--- src/include/dfl_pkg.sv ---
package dfl_pkg;

	// ====================================================================
	// Bus encodings
	localparam logic [1:0]  HTRANS_IDLE   = 2'h0;
	localparam logic [1:0]  HTRANS_NONSEQ = 2'h2;
	localparam logic [2:0]  HSIZE_BYTE    = 3'h0;
	localparam logic [2:0]  HSIZE_HALF    = 3'h1;
	localparam logic [2:0]  HSIZE_WORD    = 3'h2;

	// ====================================================================
	// Decorated address layout
	localparam logic [31:0] PERIPH_BASE   = 32'h4000_0000;
	localparam int          REGION_HI     = 31;
	localparam int          REGION_LO     = 29;
	localparam logic [2:0]  REGION_VAL    = 3'h2;
	localparam int          OP_HI         = 28;
	localparam int          OP_LO         = 26;
	localparam int          FIELD_OP_BIT  = 28;
	localparam logic [2:0]  OP_NONE       = 3'h0;
	localparam logic [2:0]  OP_CLEAR_CODE = 3'h2;
	localparam logic [2:0]  OP_SET_CODE   = 3'h3;
	localparam int          FLD_LSB_HI    = 27;
	localparam int          FLD_LSB_LO    = 23;
	localparam int          FLD_WM1_HI    = 22;
	localparam int          FLD_WM1_LO    = 19;
	localparam int          BIT_POS_HI    = 25;
	localparam int          BIT_POS_LO    = 21;
	localparam int          FLD_OFS_HI    = 18;
	localparam int          BIT_OFS_HI    = 19;

	// ====================================================================
	// Control and status registers (byte offsets)
	localparam logic [3:0]  REG_CTRL      = 4'h0;
	localparam logic [3:0]  REG_STATUS    = 4'h4;
	localparam logic [3:0]  REG_COUNT     = 4'h8;
	localparam int          CTRL_EN_BIT   = 0;
	localparam logic        CTRL_EN_RST   = 1'h1;
	localparam logic [31:0] COUNT_RST     = 32'h0;

	typedef enum logic [2:0] {
		OP_PLAIN,
		OP_FIELD_INSERT,
		OP_FIELD_EXTRACT,
		OP_LOAD_SET,
		OP_LOAD_CLEAR
	} dfl_op_e;

	typedef enum logic [1:0] {
		ST_PASS,
		ST_DP1,
		ST_DP2
	} dfl_state_e;

endpackage

--- src/hw/dfl_bit_manipulation_engine.sv ---
`timescale 1ns/1ns
module dfl_bit_manipulation_engine
	import dfl_pkg::*;
(
	input  wire logic        clock,
	input  wire logic        nrst,
	// Core side
	input  wire logic [31:0] m_haddr,
	input  wire logic [1:0]  m_htrans,
	input  wire logic        m_hwrite,
	input  wire logic [2:0]  m_hsize,
	input  wire logic [31:0] m_hwdata,
	output logic      [31:0] m_hrdata,
	output logic             m_hready,
	output logic             m_hresp,
	// Peripheral side
	output logic      [31:0] s_haddr,
	output logic      [1:0]  s_htrans,
	output logic             s_hwrite,
	output logic      [2:0]  s_hsize,
	output logic      [31:0] s_hwdata,
	input  wire logic [31:0] s_hrdata,
	input  wire logic        slave_port_ready,
	input  wire logic        s_hresp,
	// Control registers
	input  wire logic [3:0]  avs_address,
	input  wire logic        avs_read,
	input  wire logic        avs_write,
	input  wire logic [31:0] avs_writedata,
	input  wire logic [3:0]  avs_byteenable,
	output logic      [31:0] avs_readdata,
	output logic             avs_waitrequest
);

	// ====================================================================
	// Helpers
	function automatic logic [31:0] cont_mask(input logic [2:0] sz);
		case (sz)
			HSIZE_BYTE: cont_mask = 32'h0000_00ff;
			HSIZE_HALF: cont_mask = 32'h0000_ffff;
			default:    cont_mask = 32'hffff_ffff;
		endcase
	endfunction

	// Field of wm1+1 bits at lsb, clipped to the container
	function automatic logic [31:0] field_mask(input logic [4:0] lsb,
			input logic [3:0] wm1, input logic [2:0] sz);
		logic [31:0] ones;
		ones = (32'h1 << ({1'h0, wm1} + 5'h1)) - 32'h1;
		field_mask = (ones << lsb) & cont_mask(sz);
	endfunction

	// Move the addressed lane of read data down to bit 0
	function automatic logic [31:0] lane_down(input logic [31:0] d,
			input logic [1:0] a, input logic [2:0] sz);
		logic [4:0] sh;
		sh = 5'h0;
		case (sz)
			HSIZE_BYTE: sh = {a, 3'h0};
			HSIZE_HALF: sh = {a[1], 4'h0};
			default:    sh = 5'h0;
		endcase
		lane_down = (d >> sh) & cont_mask(sz);
	endfunction

	// Copy a narrow container onto every lane for the write
	function automatic logic [31:0] lane_rep(input logic [31:0] d,
			input logic [2:0] sz);
		case (sz)
			HSIZE_BYTE: lane_rep = {4{d[7:0]}};
			HSIZE_HALF: lane_rep = {2{d[15:0]}};
			default:    lane_rep = d;
		endcase
	endfunction

	function automatic dfl_op_e decode_op(input logic [31:0] a,
			input logic wr);
		decode_op = OP_PLAIN;
		if (a[REGION_HI:REGION_LO] == REGION_VAL &&
				a[OP_HI:OP_LO] != OP_NONE) begin
			if (a[FIELD_OP_BIT])
				decode_op = wr ? OP_FIELD_INSERT : OP_FIELD_EXTRACT;
			else if (!wr && a[OP_HI:OP_LO] == OP_CLEAR_CODE)
				decode_op = OP_LOAD_CLEAR;
			else if (!wr && a[OP_HI:OP_LO] == OP_SET_CODE)
				decode_op = OP_LOAD_SET;
		end
	endfunction

	// Decoration bits are dropped; field ops lose bit 19 to the width
	function automatic logic [31:0] target_addr(input logic [31:0] a,
			input dfl_op_e op);
		if (op == OP_FIELD_INSERT || op == OP_FIELD_EXTRACT)
			target_addr = PERIPH_BASE + {13'h0, a[FLD_OFS_HI:0]};
		else
			target_addr = PERIPH_BASE + {12'h0, a[BIT_OFS_HI:0]};
	endfunction

	// ====================================================================
	// Request decode
	dfl_state_e  state_q;
	dfl_op_e     op_q;
	logic        en_q;
	logic [31:0] addr_q;
	logic [2:0]  size_q;
	logic [4:0]  lsb_q;
	logic [3:0]  wm1_q;
	logic [4:0]  bitpos_q;
	logic        bit_q;
	logic [31:0] data_q;
	logic [31:0] count_q;
	logic        rd_ack_q;

	dfl_op_e     cur_op;
	logic        accept;
	logic        decorated;
	logic [31:0] rd_cont;
	logic [31:0] fmask;
	logic [31:0] bmask;

	always_comb begin
		cur_op = en_q ? decode_op(m_haddr, m_hwrite) : OP_PLAIN;
	end

	// Core address phase is taken whenever the core sees ready
	assign accept    = m_htrans[1] && m_hready;
	assign decorated = accept && cur_op != OP_PLAIN;

	assign rd_cont = lane_down(s_hrdata, addr_q[1:0], size_q);
	assign fmask   = field_mask(lsb_q, wm1_q, size_q);
	assign bmask   = (32'h1 << bitpos_q) & cont_mask(size_q);

	// ====================================================================
	// Sequencer
	always_ff @(posedge clock or negedge nrst) begin
		if (!nrst) begin
			state_q <= ST_PASS;
		end else begin
			case (state_q)
				ST_PASS, ST_DP2: begin
					if (slave_port_ready) begin
						state_q <= decorated ? ST_DP1 : ST_PASS;
					end
				end
				ST_DP1: begin
					// Each slave wait cycle holds the core one more cycle
					if (slave_port_ready) begin
						state_q <= ST_DP2;
					end
				end
				default: state_q <= ST_PASS;
			endcase
		end
	end

	// Capture of the decorated request in its first address phase
	always_ff @(posedge clock or negedge nrst) begin
		if (!nrst) begin
			op_q     <= OP_PLAIN;
			addr_q   <= 32'h0;
			size_q   <= HSIZE_WORD;
			lsb_q    <= 5'h0;
			wm1_q    <= 4'h0;
			bitpos_q <= 5'h0;
		end else if (decorated) begin
			op_q     <= cur_op;
			addr_q   <= target_addr(m_haddr, cur_op);
			size_q   <= m_hsize;
			lsb_q    <= m_haddr[FLD_LSB_HI:FLD_LSB_LO];
			wm1_q    <= m_haddr[FLD_WM1_HI:FLD_WM1_LO];
			bitpos_q <= m_haddr[BIT_POS_HI:BIT_POS_LO];
		end
	end

	// Read-modify in the first data phase
	always_ff @(posedge clock or negedge nrst) begin
		if (!nrst) begin
			data_q <= 32'h0;
			bit_q  <= 1'h0;
		end else if (state_q == ST_DP1 && slave_port_ready) begin
			case (op_q)
				OP_FIELD_INSERT: begin
					// Operand sits at its field position; lanes replicated by core
					data_q <= lane_rep((fmask & m_hwdata) |
						(~fmask & rd_cont), size_q);
				end
				OP_LOAD_SET: begin
					bit_q  <= rd_cont[bitpos_q];
					data_q <= lane_rep(rd_cont | bmask, size_q);
				end
				OP_LOAD_CLEAR: begin
					bit_q  <= rd_cont[bitpos_q];
					data_q <= lane_rep(rd_cont & ~bmask, size_q);
				end
				OP_FIELD_EXTRACT: begin
					data_q <= rd_cont & fmask;
				end
				default: data_q <= data_q;
			endcase
		end
	end

	// ====================================================================
	// Slave address phase
	always_comb begin
		s_haddr  = m_haddr;
		s_htrans = m_htrans;
		s_hwrite = m_hwrite;
		s_hsize  = m_hsize;
		if (state_q == ST_DP1) begin
			s_haddr = addr_q;
			s_hsize = size_q;
			if (op_q == OP_FIELD_EXTRACT) begin
				s_htrans = HTRANS_IDLE;
				s_hwrite = 1'h0;
			end else begin
				s_htrans = HTRANS_NONSEQ;
				s_hwrite = 1'h1;
			end
		end else if (cur_op != OP_PLAIN) begin
			s_haddr = target_addr(m_haddr, cur_op);
			// A decorated store starts as a read of the old value
			s_hwrite = 1'h0;
		end
	end

	// ====================================================================
	// Data phases
	always_comb begin
		s_hwdata = m_hwdata;
		m_hrdata = s_hrdata;
		if (state_q == ST_DP2) begin
			case (op_q)
				OP_FIELD_INSERT: s_hwdata = data_q;
				OP_LOAD_SET, OP_LOAD_CLEAR: begin
					s_hwdata = data_q;
					m_hrdata = {31'h0, bit_q};
				end
				OP_FIELD_EXTRACT: m_hrdata = data_q >> lsb_q;
				default: m_hrdata = s_hrdata;
			endcase
		end
	end

	// The core stays stalled through the first data phase
	assign m_hready = (state_q == ST_DP1) ? 1'h0 : slave_port_ready;
	assign m_hresp  = s_hresp;

	// ====================================================================
	// Control registers
	always_ff @(posedge clock or negedge nrst) begin
		if (!nrst) begin
			en_q <= CTRL_EN_RST;
		end else if (avs_write && avs_address == REG_CTRL &&
				avs_byteenable[0]) begin
			en_q <= avs_writedata[CTRL_EN_BIT];
		end
	end

	// Count of decorated requests; a new one in the cycle of a clear leaves 1
	always_ff @(posedge clock or negedge nrst) begin
		if (!nrst) begin
			count_q <= COUNT_RST;
		end else if (decorated && slave_port_ready) begin
			if (avs_write && avs_address == REG_COUNT)
				count_q <= 32'h1;
			else
				count_q <= count_q + 32'h1;
		end else if (avs_write && avs_address == REG_COUNT) begin
			count_q <= COUNT_RST;
		end
	end

	// Reads answer one cycle late so read data come from a register
	always_ff @(posedge clock or negedge nrst) begin
		if (!nrst) begin
			rd_ack_q     <= 1'h0;
			avs_readdata <= 32'h0;
		end else begin
			rd_ack_q <= avs_read && !rd_ack_q;
			if (avs_read && !rd_ack_q) begin
				case (avs_address)
					REG_CTRL:   avs_readdata <= {31'h0, en_q};
					REG_STATUS: avs_readdata <= {27'h0, op_q,
						state_q != ST_PASS, state_q == ST_DP1};
					REG_COUNT:  avs_readdata <= count_q;
					default:    avs_readdata <= 32'h0;
				endcase
			end
		end
	end

	assign avs_waitrequest = avs_read && !rd_ack_q;

endmodule

--- config.mk ---
export PLATFORM = sky130hd
export DESIGN_NAME = dfl_bit_manipulation_engine
export DESIGN_NICKNAME = d
export VERILOG_FILES = /design/src/include/dfl_pkg.sv /design/src/hw/dfl_bit_manipulation_engine.sv
export SDC_FILE = /design/constraint.sdc
export NUM_CORES = 1
export LEC_CHECK = 0
export ABC_AREA = 1
export BUFFER_PORTS_ARGS = -buffer_cell sky130_fd_sc_hd__buf_2
export CAP_MARGIN = 10
export CELL_PAD_IN_SITES_DETAIL_PLACEMENT = 1
export CELL_PAD_IN_SITES_GLOBAL_PLACEMENT = 1
export CORE_MARGIN = 2
export CORE_UTILIZATION = 41
export CTS_CLUSTER_DIAMETER = 100
export DETAILED_ROUTE_END_ITERATION = 10
export PLACE_DENSITY = 0.86
export SYNTH_ARGS = -nofsm -noshare
export SYNTH_HDL_FRONTEND = slang
export SYNTH_SLANG_ARGS = --single-unit
--- constraint.sdc ---
create_clock -name clock -period 5.7 [get_ports clock]
set_input_delay 1.425 -clock clock [delete_from_list [all_inputs] [get_ports clock]]
set_output_delay 1.425 -clock clock [all_outputs]
set_load 0.05 [all_outputs]
==> results.py <==
metrics = {
    "cts": {
        "ctsResizeCount": 0,
        "clockBufferDepth": 2,
        "clk_latency_ns": 0.47,
        "cts.sinks": 137,
        "htreeDepth": 4,
        "root_buffer": "clkbuf_16",
        "clkTransAtPathRegs_ns": 0.07,
        "cts_buffers": 17,
        "hold_buffers": 0,
        "cts_tree": "yes",
        "post-cts-setup-buffers": 0,
    },
    "detailed_routing": {
        "ant_nets": 0,
        "vias": 17100,
        "viasPerCell": 6.08,
        "wirelength_um": 69600,
        "routedWlPerCell_um": 24.8,
        "post-route-drc-count": 0,
        "dr.pass1.iters": 5,
        "drtIter0Drc": 1612,
    },
    "pwr": {
        "worst_ir_drop_vdd_mv": 0.251,
        "powerDensity_mw_per_mm2": 268,
        "leakage_uw": 0.00741,
    },
    "sta": {
        "setup_viol": 0,
        "slew_viol_final": 0,
        "relSlewSlack_pct": 29.5,
        "max_clock_freq_ghz": 0.198,
        "hold_viol_final": 0,
        "fin_skew_ns": 0.0124,
        "fin_setup_tns_ns": 0,
        "grt_setup_unrepaired": "no",
        "final.setup.worst_slack_ns": 0.646,
        "period_minus_slack_ns": 5.05,
        "tightest_slew_ns": 1.05,
        "finalCritPeriodShare_pct": 88.7,
    },
    "logic_synthesis": {
        "seq_area_frac_synth_pct": 26.2,
        "syn_inst": 2212,
        "synth_xor_area_share_pct": 0.201,
        "synth.area.top_cells": "dfrtp_1, nand2_1, o21ai_0",
        "yosys.area.top_type": "dfrtp_1",
        "synth_edf_count": 0,
        "ys.warnings.count": 0,
        "asyncSetResetFlopFracSynth_pct": 100,
        "ys.flop_type": "dfrtp_1",
        "synth-compound-area-share_pct": 24.0,
        "synth_top_family_by_area": "simple AND/OR/NAND/NOR gates",
        "synth_seq_cells": 137,
        "synthMuxAreaShare_pct": 2.01,
        "syn_avg_cell_area_um2": 5.92,
        "synthAdderAreaFrac_pct": 0.191,
        "synth_cell_types": 58,
        "yosysTopAreaCellShare_pct": 25.8,
        "synth-simple-area-share_pct": 36.2,
        "synth.net_count": 2362,
        "syn_area_mm2": 0.0131,
    },
    "die": {
        "chipWidth_um": 183,
        "die_area_mm2": 0.0334,
        "io_pins": 285,
        "floorplan.rows": 65,
        "fp.dieH_um": 183,
        "initial_utilization_pct": 41.6,
        "core_area_mm2": 0.0315,
    },
    "cells_and_area": {
        "seqCellArea_mm2": 0.00343,
        "fill_cells": 4404,
        "layout-drive-gt1-share_pct": 15.5,
        "multi_input_area_mm2": 0.00821,
        "nets": 2537,
        "syn2layout_area_growth_pct": 16.3,
    },
    "critical_path": {
        "end_kind": "primary output",
        "cp_slowest_stage_delay_ns": 0.92,
        "cp_max_fo": 52,
        "crit_chain": "buf_4 -> nand2_1 -> o21ai_0 -> inv_1 -> nand2_1 -> o21ai_0 -> o21ai_0 -> o21ai_0 -> a21oi_1 -> nand2_1 -> a22oi_1 -> buf_2",
        "cpMostUsedCell": "o21ai_0",
        "worstPathRequired_ns": 4.28,
        "slowest_stage": "dfrtp_2",
        "critPathKind": "flip-flop to primary output",
        "startpoint_type": "flip-flop",
        "crit_arrival_ns": 3.63,
    },
    "min_path": {
        "hp-class": "flip-flop to flip-flop",
    },
    "grt": {
        "grt_max_degree": 95,
        "antenna_found_initial": 4,
        "grt_util_all_layers_pct": 41.9,
        "grt-ovfl-total": 0,
        "grt_pass1_vias": 17000,
        "grt_pass1_wl_um": 105000,
    },
    "placed_design": {
        "place_hpwl_um": 53100,
        "dp_slack_ns": 1.20,
        "place.port_buffers": 248,
        "gp_congestion": 1.01,
    },
    "outcome": {
        "status": "complete, no violations",
    },
    "flow_run": {
        "drv_cap": 0,
    },
}
==> stage by stage <==
| step | instances | area (um2) | total power [uW] | hold WS (ns) | util [%] |
|---|---|---|---|---|---|
| after floorplan | 2212 | 13100 | 2220 | 0.433 | - |
| after global routing | 2803 | 15200 | 4250 | 0.500 | 48.4 |
| after detailed placement | 2770 | 14600 | 2820 | 0.465 | 46.4 |
| after global placement | 2770 | 14600 | 2780 | 0.455 | 46.4 |
| final | 2805 | 15200 | 4090 | 0.480 | 48.4 |
| after CTS | 2802 | 15200 | 4040 | 0.482 | 48.4 |
==> worst paths after layout <==
kind,startpoint,endpoint,slack [ns],cells after the start
setup / recovery,lsb_q[0],m_hrdata[0],0.65,12
hold / removal,avs_readdata[22],avs_readdata[22],0.48,2
setup reg to reg,bitpos_q[1],data_q[18],1.44,21
hold reg to reg,avs_readdata[22],avs_readdata[22],0.48,2
max in group asynchronous,nrst,avs_readdata[29],3.49,2
min in group asynchronous,nrst,data_q[25],1.03,1
==> layout make-up <==
| type | count | area share (%) |
|---|---|---|
| Antenna cell | 3 | 0.0493 |
| Clock buffer | 20 | 3.00 |
| Clock inverter | 12 | 0.994 |
| Inverter | 247 | 6.09 |
| Multi-Input combinational cell | 1697 | 53.9 |
| Sequential cell | 137 | 22.5 |
| Tap cell | 402 | 3.30 |
| Timing Repair Buffer | 287 | 10.1 |
==> registers in the layout (all words and copies together) (netlist names) <==
register,cells
avs_readdata,32
count_q,32
data_q,32
addr_q,21
lsb_q,5
op_q,3
size_q,3
wm1_q,3
state_q,2
bit_q,1
bitpos_q,1
en_q,1
rd_ack_q,1
==> cell usage in the layout (no fill, tap or decap), drive strengths merged, types with 6 or more instances in the layout <==
| cell | n |
|---|---|
| a211oi | 6 |
| a21oi | 90 |
| a31oi | 11 |
| buf | 287 |
| clkbuf | 20 |
| clkinv | 14 |
| dfrtp | 135 |
| inv | 242 |
| mux2i | 24 |
| nand2 | 633 |
| nand3 | 185 |
| nand4 | 36 |
| nor2 | 204 |
| nor3 | 37 |
| nor4 | 10 |
| o211ai | 29 |
| o21a | 7 |
| o21ai | 307 |
| o221ai | 11 |
| o22ai | 40 |
| o31ai | 28 |
==> critical path, delay by kind of cell (launching register included) <==
family | cells | cell delay (ns)
DFF | 1 | 0.92
buffers and inverters | 3 | 0.75
AOI/OAI and AO/OA | 6 | 1.21
and+or+nand+nor | 3 | 0.26
==> layer usage <==
layer  up-vias  GRT usage [%]  wire [um]
li1       7743              -          -
met1      8240           51.8      27500
met2       872           65.6      30800
met3       207           8.52       6080
met4         2           29.5       5260
met5         -              0         13
==> cells by family after synthesis <==
group	Yosys count
fa+ha+maj	2
mux	26
xor+xnor	3
other cells	1
simple gates	1116
compound gates	549
buf+inv	378
flops	137
==> cell usage after synthesis, types with 8 or more instances <==
master / n
nor3_1: 34
nor2_1: 191
o31ai_1: 28
o221ai_1: 11
inv_1: 231
clkbuf_1: 89
dfrtp_1: 135
clkinv_1: 8
mux2i_1: 24
nor4_1: 10
o21ai_1: 25
a31oi_1: 9
nand3_1: 183
nor2_4: 10
nand4_1: 36
o21ai_0: 277
buf_2: 19
a21oi_1: 88
nand2_1: 626
o22ai_1: 40
buf_1: 19
o211ai_1: 29
==> report_power, final <==
part | internal [uW] | switching, uW | total, uW
sequential | 1030 | 76.5 | 1110
combinational | 428 | 1320 | 1750
clock | 682 | 546 | 1230
total | 2140 | 1950 | 4090
Note: power is estimated with default switching activity, not from simulation.
